[src/core/plc_pkg.sv]
package plc_pkg;

  // ----------------------------------------------------------------
  // Register offsets, byte addresses on the 8-bit register port.
  // ----------------------------------------------------------------
  localparam logic [7:0] OFF_LCE = 8'h00; // Line control enable.
  localparam logic [7:0] OFF_LCD = 8'h04; // Line control disable.
  localparam logic [7:0] OFF_LCS = 8'h08; // Line control status.
  localparam logic [7:0] OFF_OES = 8'h10; // Output enable set.
  localparam logic [7:0] OFF_OEC = 8'h14; // Output enable clear.
  localparam logic [7:0] OFF_OEST = 8'h18; // Output enable status.
  localparam logic [7:0] OFF_GFE = 8'h20; // Glitch filter enable.
  localparam logic [7:0] OFF_GFD = 8'h24; // Glitch filter disable.
  localparam logic [7:0] OFF_GFS = 8'h28; // Glitch filter status.
  localparam logic [7:0] OFF_OLS = 8'h30; // Output level set.
  localparam logic [7:0] OFF_OLC = 8'h34; // Output level clear.
  localparam logic [7:0] OFF_OLD = 8'h38; // Output level data.
  localparam logic [7:0] OFF_PIN = 8'h3c; // Pin level.
  localparam logic [7:0] OFF_CIE = 8'h40; // Change irq enable.
  localparam logic [7:0] OFF_CID = 8'h44; // Change irq disable.
  localparam logic [7:0] OFF_CIM = 8'h48; // Change irq mask.
  localparam logic [7:0] OFF_CIS = 8'h4c; // Change irq status.
  localparam logic [7:0] OFF_ODE = 8'h50; // Open drain enable.
  localparam logic [7:0] OFF_ODD = 8'h54; // Open drain disable.
  localparam logic [7:0] OFF_ODS = 8'h58; // Open drain status.
  localparam logic [7:0] OFF_PUD = 8'h60; // Pull-up disable.
  localparam logic [7:0] OFF_PUE = 8'h64; // Pull-up enable.
  localparam logic [7:0] OFF_PUS = 8'h68; // Pull-up status.
  localparam logic [7:0] OFF_PAS = 8'h70; // Peripheral A select.
  localparam logic [7:0] OFF_PBS = 8'h74; // Peripheral B select.
  localparam logic [7:0] OFF_PSS = 8'h78; // Peripheral select status.
  localparam logic [7:0] OFF_DWE = 8'ha0; // Direct write mask enable.
  localparam logic [7:0] OFF_DWD = 8'ha4; // Direct write mask disable.
  localparam logic [7:0] OFF_DWS = 8'ha8; // Direct write mask status.

  // ----------------------------------------------------------------
  // Implementation constants and reset values.
  // ----------------------------------------------------------------
  localparam logic [31:0] IMPL_MASK = 32'h0fff_ffff; // Lines present.
  localparam logic [31:0] PERIPH_MASK = 32'h0fff_0000; // Lines with peripherals.
  localparam logic [31:0] LCS_RST = 32'h0fff_ffff; // Line control status reset.
  localparam logic [31:0] ZERO_RST = 32'h0000_0000; // Reset of cleared registers.

endpackage : plc_pkg

[src/core/plc_line_ctrl.sv]
// The plain strobed port was decided locally.
`timescale 1ns/1ps
// Function
// - 32-bit registers, bit n is line n.
// - Writes to absent lines change nothing.
// - Absent line bits always read zero.
// - Lines without peripheral always owned, read 1.
// - Ownership status reset value is implementation constant.
// - Direct output writes only where mask set.
// - Pin level tracks pins while clock runs.
// - Change status resets zero, changes may follow.
// - A select clears, B select sets status.
// - Select registers at 0x70, 0x74, 0x78.
// - Glitch filter status resets to zero.
// - Pull-up status resets to zero.
// - Direct write mask resets to zero.
// - Select 0 routes A, 1 routes B.
// - Reading change status clears pending bits.
// - Filter rejects half cycle, accepts one cycle; here the filter only delays the level by one sample and rejects nothing.
// - Interrupt is OR of masked status bits.
module plc_line_ctrl (
  input wire logic sys_clk_in, // Controller master clock, 250 MHz.
  input wire logic rst_b_in, // Asynchronous reset, active low.
  input wire logic [7:0] addr_in, // Register byte address.
  input wire logic [31:0] wdata_in, // Register write data.
  input wire logic wr_in, // Write strobe, one cycle.
  input wire logic rd_in, // Read strobe, one cycle.
  output logic [31:0] rdata_out, // Read data, cycle after read.
  input wire logic [31:0] pin_in, // Pin levels, synchronous.
  output logic [31:0] pin_out, // Pin drive levels.
  output logic [31:0] pin_oe_out, // Pin drive enables, high drives.
  output logic [31:0] pullup_out, // Pull-up enables per line.
  input wire logic [31:0] periph_a_dout_in, // Peripheral A output data.
  input wire logic [31:0] periph_a_oe_in, // Peripheral A output enable.
  input wire logic [31:0] periph_b_dout_in, // Peripheral B output data.
  input wire logic [31:0] periph_b_oe_in, // Peripheral B output enable.
  output logic irq_out // Input change interrupt.
);

  // ----------------------------------------------------------------
  // Helper functions.
  // ----------------------------------------------------------------

  // One write of a set or clear register moves only the written ones.
  function automatic logic [31:0] set_clr(
    input logic [31:0] cur,
    input logic set_hit,
    input logic clr_hit,
    input logic [31:0] d
  );
    logic [31:0] md;
    md = d & plc_pkg::IMPL_MASK;
    set_clr = cur;
    if (set_hit) begin
      set_clr = cur | md;
    end else if (clr_hit) begin
      set_clr = cur & ~md;
    end
  endfunction : set_clr

  // Address match for a write at one offset.
  function automatic logic wr_at(
    input logic wr,
    input logic [7:0] a,
    input logic [7:0] off
  );
    wr_at = wr && (a == off);
  endfunction : wr_at

  // ----------------------------------------------------------------
  // Register state.
  // ----------------------------------------------------------------
  logic [31:0] lcs_r; // Line control status.
  logic [31:0] oes_r; // Output enable status.
  logic [31:0] gfs_r; // Glitch filter status.
  logic [31:0] old_r; // Output level data.
  logic [31:0] cim_r; // Change irq mask.
  logic [31:0] cis_r; // Change irq status.
  logic [31:0] ods_r; // Open drain status.
  logic [31:0] pus_r; // Pull-up status.
  logic [31:0] pss_r; // Peripheral select status.
  logic [31:0] dws_r; // Direct write mask status.
  logic [31:0] samp_r; // Pin sample.
  logic [31:0] hold_r; // Delayed pin sample.
  logic [31:0] lvl_r; // Filtered pin level.
  logic [31:0] prev_r; // Previous filtered level.
  logic [31:0] chg; // Changes seen this cycle.
  logic [31:0] rd_nxt; // Read data next value.
  logic [31:0] drv; // Selected drive level.
  logic [31:0] den; // Selected drive enable.
  logic cis_rd; // Change status read.

  // ----------------------------------------------------------------
  // Line ownership.
  // ----------------------------------------------------------------

  // Lines with no peripheral stay owned whatever software writes.
  always_ff @(posedge sys_clk_in or negedge rst_b_in) begin
    if (!rst_b_in) begin
      lcs_r <= plc_pkg::LCS_RST;
    end else begin
      lcs_r <= set_clr(lcs_r, wr_at(wr_in, addr_in, plc_pkg::OFF_LCE),
        wr_at(wr_in, addr_in, plc_pkg::OFF_LCD), wdata_in)
        | (~plc_pkg::PERIPH_MASK & plc_pkg::IMPL_MASK);
    end
  end

  // ----------------------------------------------------------------
  // Output enable, filter, open drain, pull-up, irq mask.
  // ----------------------------------------------------------------

  // Output enable status, written before or after taking the line.
  always_ff @(posedge sys_clk_in or negedge rst_b_in) begin
    if (!rst_b_in) begin
      oes_r <= plc_pkg::ZERO_RST;
    end else begin
      oes_r <= set_clr(oes_r, wr_at(wr_in, addr_in, plc_pkg::OFF_OES),
        wr_at(wr_in, addr_in, plc_pkg::OFF_OEC), wdata_in);
    end
  end

  // Glitch filter status; every filter is off after reset.
  always_ff @(posedge sys_clk_in or negedge rst_b_in) begin
    if (!rst_b_in) begin
      gfs_r <= plc_pkg::ZERO_RST;
    end else begin
      gfs_r <= set_clr(gfs_r, wr_at(wr_in, addr_in, plc_pkg::OFF_GFE),
        wr_at(wr_in, addr_in, plc_pkg::OFF_GFD), wdata_in);
    end
  end

  // Open drain status.
  always_ff @(posedge sys_clk_in or negedge rst_b_in) begin
    if (!rst_b_in) begin
      ods_r <= plc_pkg::ZERO_RST;
    end else begin
      ods_r <= set_clr(ods_r, wr_at(wr_in, addr_in, plc_pkg::OFF_ODE),
        wr_at(wr_in, addr_in, plc_pkg::OFF_ODD), wdata_in);
    end
  end

  // Pull-up status; note the disable register sits at the lower offset.
  always_ff @(posedge sys_clk_in or negedge rst_b_in) begin
    if (!rst_b_in) begin
      pus_r <= plc_pkg::ZERO_RST;
    end else begin
      pus_r <= set_clr(pus_r, wr_at(wr_in, addr_in, plc_pkg::OFF_PUE),
        wr_at(wr_in, addr_in, plc_pkg::OFF_PUD), wdata_in);
    end
  end

  // Change interrupt mask.
  always_ff @(posedge sys_clk_in or negedge rst_b_in) begin
    if (!rst_b_in) begin
      cim_r <= plc_pkg::ZERO_RST;
    end else begin
      cim_r <= set_clr(cim_r, wr_at(wr_in, addr_in, plc_pkg::OFF_CIE),
        wr_at(wr_in, addr_in, plc_pkg::OFF_CID), wdata_in);
    end
  end

  // Direct write mask; blocks direct level writes after reset.
  always_ff @(posedge sys_clk_in or negedge rst_b_in) begin
    if (!rst_b_in) begin
      dws_r <= plc_pkg::ZERO_RST;
    end else begin
      dws_r <= set_clr(dws_r, wr_at(wr_in, addr_in, plc_pkg::OFF_DWE),
        wr_at(wr_in, addr_in, plc_pkg::OFF_DWD), wdata_in);
    end
  end

  // ----------------------------------------------------------------
  // Peripheral selection, with the polarity reversed.
  // ----------------------------------------------------------------

  // The A register clears the status bit and the B register sets it.
  always_ff @(posedge sys_clk_in or negedge rst_b_in) begin
    if (!rst_b_in) begin
      pss_r <= plc_pkg::ZERO_RST;
    end else begin
      pss_r <= set_clr(pss_r, wr_at(wr_in, addr_in, plc_pkg::OFF_PBS),
        wr_at(wr_in, addr_in, plc_pkg::OFF_PAS), wdata_in);
    end
  end

  // ----------------------------------------------------------------
  // Output level data.
  // ----------------------------------------------------------------

  // A direct write lets one store move a whole group without a
  // transient, but only the bits set in the mask take the new value.
  always_ff @(posedge sys_clk_in or negedge rst_b_in) begin
    if (!rst_b_in) begin
      old_r <= plc_pkg::ZERO_RST;
    end else if (wr_at(wr_in, addr_in, plc_pkg::OFF_OLD)) begin
      old_r <= (old_r & ~dws_r) | (wdata_in & dws_r
        & plc_pkg::IMPL_MASK);
    end else begin
      old_r <= set_clr(old_r, wr_at(wr_in, addr_in, plc_pkg::OFF_OLS),
        wr_at(wr_in, addr_in, plc_pkg::OFF_OLC), wdata_in);
    end
  end

  // ----------------------------------------------------------------
  // Input sampling and glitch filter.
  // ----------------------------------------------------------------

  // Samples run every clock; with the clock stopped the flops keep
  // the last levels, which is what a read then returns.
  always_ff @(posedge sys_clk_in or negedge rst_b_in) begin
    if (!rst_b_in) begin
      samp_r <= plc_pkg::ZERO_RST;
      hold_r <= plc_pkg::ZERO_RST;
    end else begin
      samp_r <= pin_in & plc_pkg::IMPL_MASK;
      hold_r <= samp_r;
    end
  end

  // Sampling already drops sub-cycle glitches; a filtered line adds
  // the documented one cycle latency so a full-cycle pulse passes.
  always_ff @(posedge sys_clk_in or negedge rst_b_in) begin
    if (!rst_b_in) begin
      lvl_r <= plc_pkg::ZERO_RST;
      prev_r <= plc_pkg::ZERO_RST;
    end else begin
      lvl_r <= (samp_r & ~gfs_r) | (hold_r & gfs_r);
      prev_r <= lvl_r;
    end
  end

  // Change detect compares two successive filtered samples. Levels
  // reset to zero, so a high pin may flag a change after reset.
  assign chg = (lvl_r ^ prev_r) & plc_pkg::IMPL_MASK;

  // ----------------------------------------------------------------
  // Change interrupt status.
  // ----------------------------------------------------------------
  assign cis_rd = rd_in && (addr_in == plc_pkg::OFF_CIS);

  // A read clears all pending bits; a change in that cycle survives.
  always_ff @(posedge sys_clk_in or negedge rst_b_in) begin
    if (!rst_b_in) begin
      cis_r <= plc_pkg::ZERO_RST;
    end else if (cis_rd) begin
      cis_r <= chg;
    end else begin
      cis_r <= cis_r | chg;
    end
  end

  // Interrupt output, registered one cycle after the status.
  always_ff @(posedge sys_clk_in or negedge rst_b_in) begin
    if (!rst_b_in) begin
      irq_out <= 1'b0;
    end else begin
      irq_out <= |(cis_r & cim_r);
    end
  end

  // ----------------------------------------------------------------
  // Read port.
  // ----------------------------------------------------------------

  // Write-only and reserved offsets read zero.
  always_comb begin
    rd_nxt = plc_pkg::ZERO_RST;
    if (addr_in == plc_pkg::OFF_LCS) begin
      rd_nxt = lcs_r;
    end else if (addr_in == plc_pkg::OFF_OEST) begin
      rd_nxt = oes_r;
    end else if (addr_in == plc_pkg::OFF_GFS) begin
      rd_nxt = gfs_r;
    end else if (addr_in == plc_pkg::OFF_OLD) begin
      rd_nxt = old_r;
    end else if (addr_in == plc_pkg::OFF_PIN) begin
      rd_nxt = lvl_r;
    end else if (addr_in == plc_pkg::OFF_CIM) begin
      rd_nxt = cim_r;
    end else if (addr_in == plc_pkg::OFF_CIS) begin
      rd_nxt = cis_r;
    end else if (addr_in == plc_pkg::OFF_ODS) begin
      rd_nxt = ods_r;
    end else if (addr_in == plc_pkg::OFF_PUS) begin
      rd_nxt = pus_r;
    end else if (addr_in == plc_pkg::OFF_PSS) begin
      rd_nxt = pss_r;
    end else if (addr_in == plc_pkg::OFF_DWS) begin
      rd_nxt = dws_r;
    end else begin
      rd_nxt = plc_pkg::ZERO_RST;
    end
  end

  // Data stand only in the cycle after the strobe, else zero.
  always_ff @(posedge sys_clk_in or negedge rst_b_in) begin
    if (!rst_b_in) begin
      rdata_out <= plc_pkg::ZERO_RST;
    end else if (rd_in) begin
      rdata_out <= rd_nxt & plc_pkg::IMPL_MASK;
    end else begin
      rdata_out <= plc_pkg::ZERO_RST;
    end
  end

  // ----------------------------------------------------------------
  // Pin drive.
  // ----------------------------------------------------------------

  // Owned lines use the controller's level and enable; others follow
  // peripheral A on a zero select bit and peripheral B on a one.
  assign drv = (lcs_r & old_r) | (~lcs_r & ((~pss_r & periph_a_dout_in)
    | (pss_r & periph_b_dout_in)));
  assign den = (lcs_r & oes_r) | (~lcs_r & ((~pss_r & periph_a_oe_in)
    | (pss_r & periph_b_oe_in)));

  // Open drain lines only ever pull low; the pull-up gives the high.
  always_ff @(posedge sys_clk_in or negedge rst_b_in) begin
    if (!rst_b_in) begin
      pin_out <= plc_pkg::ZERO_RST;
      pin_oe_out <= plc_pkg::ZERO_RST;
      pullup_out <= plc_pkg::ZERO_RST;
    end else begin
      pin_out <= drv & ~ods_r & plc_pkg::IMPL_MASK;
      pin_oe_out <= den & ~(ods_r & drv) & plc_pkg::IMPL_MASK;
      pullup_out <= pus_r;
    end
  end
endmodule : plc_line_ctrl

[config.mk]
export PLATFORM = sky130hd
export DESIGN_NAME = plc_line_ctrl
export DESIGN_NICKNAME = d
export VERILOG_FILES = /design/src/core/plc_pkg.sv /design/src/core/plc_line_ctrl.sv
export SDC_FILE = /design/constraint.sdc
export NUM_CORES = 1
export LEC_CHECK = 0
export ABC_CLOCK_PERIOD_IN_PS = 1800
export BUFFER_PORTS_ARGS = -buffer_cell sky130_fd_sc_hd__buf_2
export CORE_ASPECT_RATIO = 0.8
export CORE_MARGIN = 5
export CORE_UTILIZATION = 40
export CTS_CLUSTER_DIAMETER = 50
export CTS_CLUSTER_SIZE = 12
export DETAILED_ROUTE_END_ITERATION = 16
export PLACE_DENSITY = 0.67
export SYNTH_ARGS = -nofsm -noshare
export SYNTH_HDL_FRONTEND = slang
export SYNTH_SLANG_ARGS = --single-unit
[constraint.sdc]
create_clock -name sys_clk_in -period 1.8 [get_ports sys_clk_in]
set_clock_uncertainty 0.05 [all_clocks]
set_input_delay 0.36 -clock sys_clk_in [delete_from_list [all_inputs] [get_ports sys_clk_in]]
set_output_delay 0.36 -clock sys_clk_in [all_outputs]
set_load 0.01 [all_outputs]
== After elaboration in Yosys (flattened, before gate mapping) ==
Cells that the tools add are included.

* Memories kept: 0
* Memory bits (writable): 0
* Memory bits (read-only): 0
* Output and inout bits: 129
* Latch bits: 0
* Bits in registers: 537
* Logic and storage cells: 159
* Input bits: 204

* Order comparisons: 0
* Shift-type cells: 0
* Divide/modulo/power cells: 0
* $mul: 0
* Bitwise gates (word level): 49
* Multiplexer cells: 32
* Eq/ne operators: 28
* Reductions and logical operators: 31
* Add/sub/neg operators: 0

{| class="wikitable"
|+ Operators by type and width
! kind !! count
|-
| 32-bit two-way mux || 20
|-
| 28-bit AND || 14
|-
| 32-bit AND || 11
|-
| 32-bit by 28-bit OR with 32-bit output || 11
|-
| 28-bit two-way mux || 12
|-
| 28-bit NOT || 5
|-
| 28-bit OR || 5
|-
| 8-bit by 7-bit == test with 1-bit output, second input constant || 13
|-
| 8-bit by 6-bit == test with 1-bit output, second input constant || 7
|-
| 28-bit NOT with 32-bit output || 1
|-
| 32-bit NOT || 1
|-
| 32-bit OR reduction || 1
|-
| 28-bit bitwise XOR || 1
|-
| 8-bit by 5-bit == test with 1-bit output, second input constant || 3
|-
| 8-bit == test, second input constant || 3
|-
| 1-bit logical AND || 20
|-
| 2-bit nonzero test || 8
|-
| 8-bit by 3-bit == test with 1-bit output, second input constant || 1
|-
| 8-bit by 4-bit == test with 1-bit output, second input constant || 1
|-
| 8-bit logical NOT || 1
|-
| 3-bit nonzero test || 1
|}

== Longest topological paths before layout ==
* Depth in word-level cells: 13
* Depth in mapped cells: 10
* Gate-level depth less buffers: 6

== Worst setup path after synthesis ==
No wires, ideal clock.

* Path kind: input to register
* From: in addr_in[2]
* To: reg rdata_out[23]
* Setup slack: -139 ps
* Buffers on the path: 3
* Cell stages on the path: 8
* Data required time: 1622 ps
* Library setup time: 128 ps
* Data arrival time: 1761 ps
* Cells stage by stage: buf_6 > or4b_4 > buf_6 > nor3_2 > buf_4 > nand2_2 > o221ai_1 > a21oi_1

* Longest elaborated chain between the ends: 13
* Elaborated cells between the ends (all ways): 23
* Those cells by class: eq/ne: 11; mux: 12

{| class="wikitable"
|+ RTL lines
! element !! RTL line !! RTL
|-
| start, declared || plc_line_ctrl.sv:24 || <nowiki>input wire logic [7:0] addr_in,</nowiki>
|-
| 8-bit == test || plc_line_ctrl.sv:288 || <nowiki>end else if (addr_in == plc_pkg::OFF_DWS) begin</nowiki>
|-
| 28-bit two-way mux || plc_line_ctrl.sv:288 ||
|-
| 28-bit two-way mux || plc_line_ctrl.sv:286 || <nowiki>end else if (addr_in == plc_pkg::OFF_PSS) begin</nowiki>
|-
| 28-bit two-way mux || plc_line_ctrl.sv:284 || <nowiki>end else if (addr_in == plc_pkg::OFF_PUS) begin</nowiki>
|-
| 28-bit two-way mux || plc_line_ctrl.sv:282 || <nowiki>end else if (addr_in == plc_pkg::OFF_ODS) begin</nowiki>
|-
| 28-bit two-way mux || plc_line_ctrl.sv:280 || <nowiki>end else if (addr_in == plc_pkg::OFF_CIS) begin</nowiki>
|-
| 28-bit two-way mux || plc_line_ctrl.sv:278 || <nowiki>end else if (addr_in == plc_pkg::OFF_CIM) begin</nowiki>
|-
| 28-bit two-way mux || plc_line_ctrl.sv:276 || <nowiki>end else if (addr_in == plc_pkg::OFF_PIN) begin</nowiki>
|-
| 28-bit two-way mux || plc_line_ctrl.sv:274 || <nowiki>end else if (addr_in == plc_pkg::OFF_OLD) begin</nowiki>
|-
| 28-bit two-way mux || plc_line_ctrl.sv:272 || <nowiki>end else if (addr_in == plc_pkg::OFF_GFS) begin</nowiki>
|-
| 28-bit two-way mux || plc_line_ctrl.sv:270 || <nowiki>end else if (addr_in == plc_pkg::OFF_OEST) begin</nowiki>
|-
| 28-bit two-way mux * || plc_line_ctrl.sv:268 || <nowiki>if (addr_in == plc_pkg::OFF_LCS) begin</nowiki>
|-
| 28-bit two-way mux * || plc_line_ctrl.sv:299 || <nowiki>end else if (rd_in) begin</nowiki>
|-
| end signal, assigned || plc_line_ctrl.sv:298 || <nowiki>rdata_out <= plc_pkg::ZERO_RST;</nowiki>
|-
| end signal, assigned || plc_line_ctrl.sv:300 || <nowiki>rdata_out <= rd_nxt & plc_pkg::IMPL_MASK;</nowiki>
|-
| end signal, assigned || plc_line_ctrl.sv:302 || <nowiki>rdata_out <= plc_pkg::ZERO_RST;</nowiki>
|-
| end, declared || plc_line_ctrl.sv:28 || <nowiki>output logic [31:0] rdata_out,</nowiki>
|}

Mark *: on every way between the ends. The rest lies on a longest branch, timed or not.
A chain may end at the register's enable or synchronous reset.

== Worst setup path after layout ==
* From: in addr_in[4]
* To: reg rdata_out[26]

Same word-level chain as after synthesis.

==> results.ini <==
[pwr]
power.static_leakage_nw = 13.09
power_mw = 23.81
total_switching_power_mw = 6.038
fraction_of_power_spent_switching_nets = 0.2536
comb_power_share = 0.087
sequentialPowerShare = 0.493
powerDensity_mw_per_mm2 = 870.5
worst_case_vdd_ir_drop_uv = 596.2
internal_power_mw = 17.77
power.clock.fraction = 0.420

[floorplan]
ios = 333
fp.dieW_um = 271.2
fp-row-count = 76
initial_util = 0.4050
die_area_mm2 = 0.05939
die_height_um = 219.0
placeable_core_area_mm2 = 0.05392

[clock_tree]
cts_tree = yes
clock_sink_count = 489
root_buffer = sky130_fd_sc_hd__clkbuf_16
cts_inserted_buffers = 51
cts.clk_slew.worst_paths_ps = 60
cts.repair_timing.setup_buffer_count = 0
clock_tree.buffer_depth = 3
clkLatencyLatePin_ps = 610
count_of_h_tree_levels_built_during_cts = 2

[synth]
synth_ff_type = sky130_fd_sc_hd__dfrtp_1
synth-async-reset-ratio = 1.000
yosys.cell_types.count = 74
synth.yosys.warnings = 0
yosys_top_cell_area_share = 0.5466
synth_area_mm2 = 0.02184
post_synth_inst_count = 2032
seq_area_frac_synth = 0.5611
top_cell_type_by_total_area_after_synthesis = sky130_fd_sc_hd__dfrtp_1
synthesis.area_per_instance_um2 = 10.75
synth.area.top_cells = sky130_fd_sc_hd__dfrtp_1 55%, sky130_fd_sc_hd__nand2_1 6.3%, sky130_fd_sc_hd__mux2_2 6.0%, sky130_fd_sc_hd__mux2i_1 4.2%, sky130_fd_sc_hd__o21ai_0 2.6%
synth_enable_flop_cells = 0
postSynthRegisterBits = 489

[worst_setup_path]
critical_path_arrival_ps = 2220
path_class = input port to flop
crit_path_end_kind = flop
max_stage_delay_ps = 490
critical_path.startpoint_type = input port
critPathSlowestCell = sky130_fd_sc_hd__a21oi_1
timing.critical_path.mode_cell = sky130_fd_sc_hd__a221oi_1
crit_chain = buf_2, nor2b_1, buf_4, a221oi_1, a21oi_1, o22ai_1, nand2_1, a221oi_1
worst-path-buf-inv = 2
critical_path_required_ps = 2210
crit_family = compound AO/OA/AOI/OAI gates
crit_fanout = 8

[global_route]
number_of_global_route_vias_before_repair = 17650
grt-ovfl-total = 0
grt_util_met1 = 0.3908
grt_start_max_net_pins = 70
globalRoute.busiestLayer = met1
grtUsageTotal = 0.2590
grt_first_pass_wirelength_um = 116300
antenna_found_initial = 5
met2_usage = 0.3648
groute.layer.met3.usage = 0.06701

[final_layout]
layout.nets = 2638
layout-drive-gt1-share = 0.3020
finish.utilization = 0.5074
post-route-cell-area_mm2 = 0.02736
area.growth.synth_to_final_pct = 25.28

[drt]
post_dr_wirelength_cell_um = 24.69
wl_um = 78160
drc = 0
drt-pass1-iter-count = 6
dr.first_iter.drc_count = 1887
detail_route.vias_per_cell = 5.644
detail-route-antenna-nets = 0
num_vias = 17860

[timing]
max_slew_margin = 0.6022
final_period_minus_worst_setup_slack_ps = 1806
fin_max_slew_vios = 0
hold_viol = 0
rsz0062_at_grt = yes
max_slew.worst_pin.slew_ps = 596.6
fin_crit_sh = 1.003
f_max_ghz = 0.5538
postLayoutSetupSlackWorst_ps = -5.703
timing.hold.ws_ps = 78.69
finalSetupViolCount = 1

[place]
placement.cell_area_mm2 = 0.02554
hpwlAfterDp_um = 58220
buffer_ports.inserted = 228
globalplace.congestion = 0.9951
pre_cts_setup_slack_ps = -671.3

[min_path]
holdCritPathClass = input port to flop

[outcome]
run_status = finished, violations left
failed_checks = negative setup slack

[flow_run]
cap_violations = 0

[synthesized netlist by cell type, types with 21 or more instances]
library cell and count:
sky130_fd_sc_hd__buf_4 29, sky130_fd_sc_hd__a31oi_1 21, sky130_fd_sc_hd__nand2_1 369, sky130_fd_sc_hd__dfrtp_1 477, sky130_fd_sc_hd__o31ai_1 29, sky130_fd_sc_hd__mux2i_1 91, sky130_fd_sc_hd__a21boi_0 26, sky130_fd_sc_hd__o22ai_1 25
sky130_fd_sc_hd__inv_1 68, sky130_fd_sc_hd__nor2b_1 26, sky130_fd_sc_hd__buf_2 42, sky130_fd_sc_hd__xnor2_1 28, sky130_fd_sc_hd__nor2_4 23, sky130_fd_sc_hd__mux2_2 116, sky130_fd_sc_hd__o21ai_0 115, sky130_fd_sc_hd__a22o_1 33
sky130_fd_sc_hd__a22oi_1 33, sky130_fd_sc_hd__a21oi_1 93, sky130_fd_sc_hd__clkbuf_1 78, sky130_fd_sc_hd__mux2_1 30, sky130_fd_sc_hd__o21ai_1 22, sky130_fd_sc_hd__nor2_1 83
[power by group through the flow]
stage	logic, mW	registers, mW	clock network, mW
finish	2.07	11.7	9.99
global route	2.24	11.8	10.6
floorplan	0.911	11.8	0
CTS	2.05	11.7	10.2
detailed placement	1.99	11.9	0
global placement	1.96	11.9	0
[kinds of logic after synthesis]
| family | share of synthesized area |
|---|---|
| simple gates | 0.1228 |
| buf+inv | 0.04847 |
| mux | 0.1170 |
| compound gates | 0.1392 |
| flops | 0.5611 |
| other cells | 0.0001717 |
| xor+xnor | 0.01123 |
[through the flow]
step	instances	TNS (ps)
floorplan	2047	-889.0
global placement	3054	-88360
detailed placement	3054	-88990
CTS	3162	0
global route	3164	-59.04
finish	3165	-5.703
[area by class of cell]
class                      count  area [um2]
timing repair buffer         492        3699
inverter                      70       265.3
clock buffer                  66        1353
clock inverter                13       150.1
sequential                   489       12250
tap                          702       878.3
fill                        4833       26560
multi-input combinational   1330        8751
antenna                        3       7.507
[per-layer routing]
metal / vias up / part of all wire
li1: 7823 / -
met1: 8952 / 0.44
met2: 948 / 0.41
met3: 141 / 0.11
met4: 0 / 0.032
met5: - / 0
[worst register-to-register path, delay by kind of cell, from the launching register on]
family	cells	cell delay (ps)
AO/OA/AOI/OAI	4	1020
AND/OR/NAND/NOR	2	140
flip-flops	1	380
[layout by cell type (no fill, tap or decap), drive strengths merged, types with 12 or more instances in the layout]
| cell | netlist | layout |
|---|---|---|
| a22o | 33 | 33 |
| a22oi | 33 | 33 |
| dfrtp | 477 | 477 |
| nor2 | 109 | 109 |
| o31ai | 29 | 29 |
| nor2b | 26 | 26 |
| a21boi | 26 | 26 |
| a21oi | 94 | 94 |
| xnor2 | 28 | 28 |
| nand2 | 375 | 375 |
| dlygate4sd3 | 0 | 29 |
| clkbuf | 78 | 67 |
| buf | 80 | 462 |
| o21ai | 137 | 137 |
| inv | 69 | 76 |
| dfstp | 12 | 12 |
| mux2i | 91 | 91 |
| mux2 | 146 | 146 |
| nor3 | 15 | 15 |
| o22ai | 25 | 25 |
| conb | 1 | 16 |
| a31oi | 21 | 21 |
[worst paths after layout]
path | start | depth (start not counted) | to | slack, ps
min | wdata_in[6] | 3 | flop | 80
max | addr_in[4] | 8 | rdata_out[26]$_DFF_PN0_ | -6
max reg2reg | flop | 6 | rdata_out[26]$_DFF_PN0_ | 90
min in group asynchronous | rst_b_in | 2 | asynchronous set/reset pin | 190
max in group asynchronous | rst_b_in | 4 | lcs_r[18]$_DFFE_PN1P_ | 650
min reg2reg | samp_r[6]$_DFF_PN0_ | 0 | hold_r[6]$_DFF_PN0_ | 320
[repair_timing]
action,4_1_cts,5_1_grt
gates resized for setup,1,4
endpoints found under the hold margin,260,0
cloned,0,0
hold buffers,29,0
pin swaps,0,1
setup endpoints to repair,1,10
Note: power is estimated with default switching activity, not from simulation.
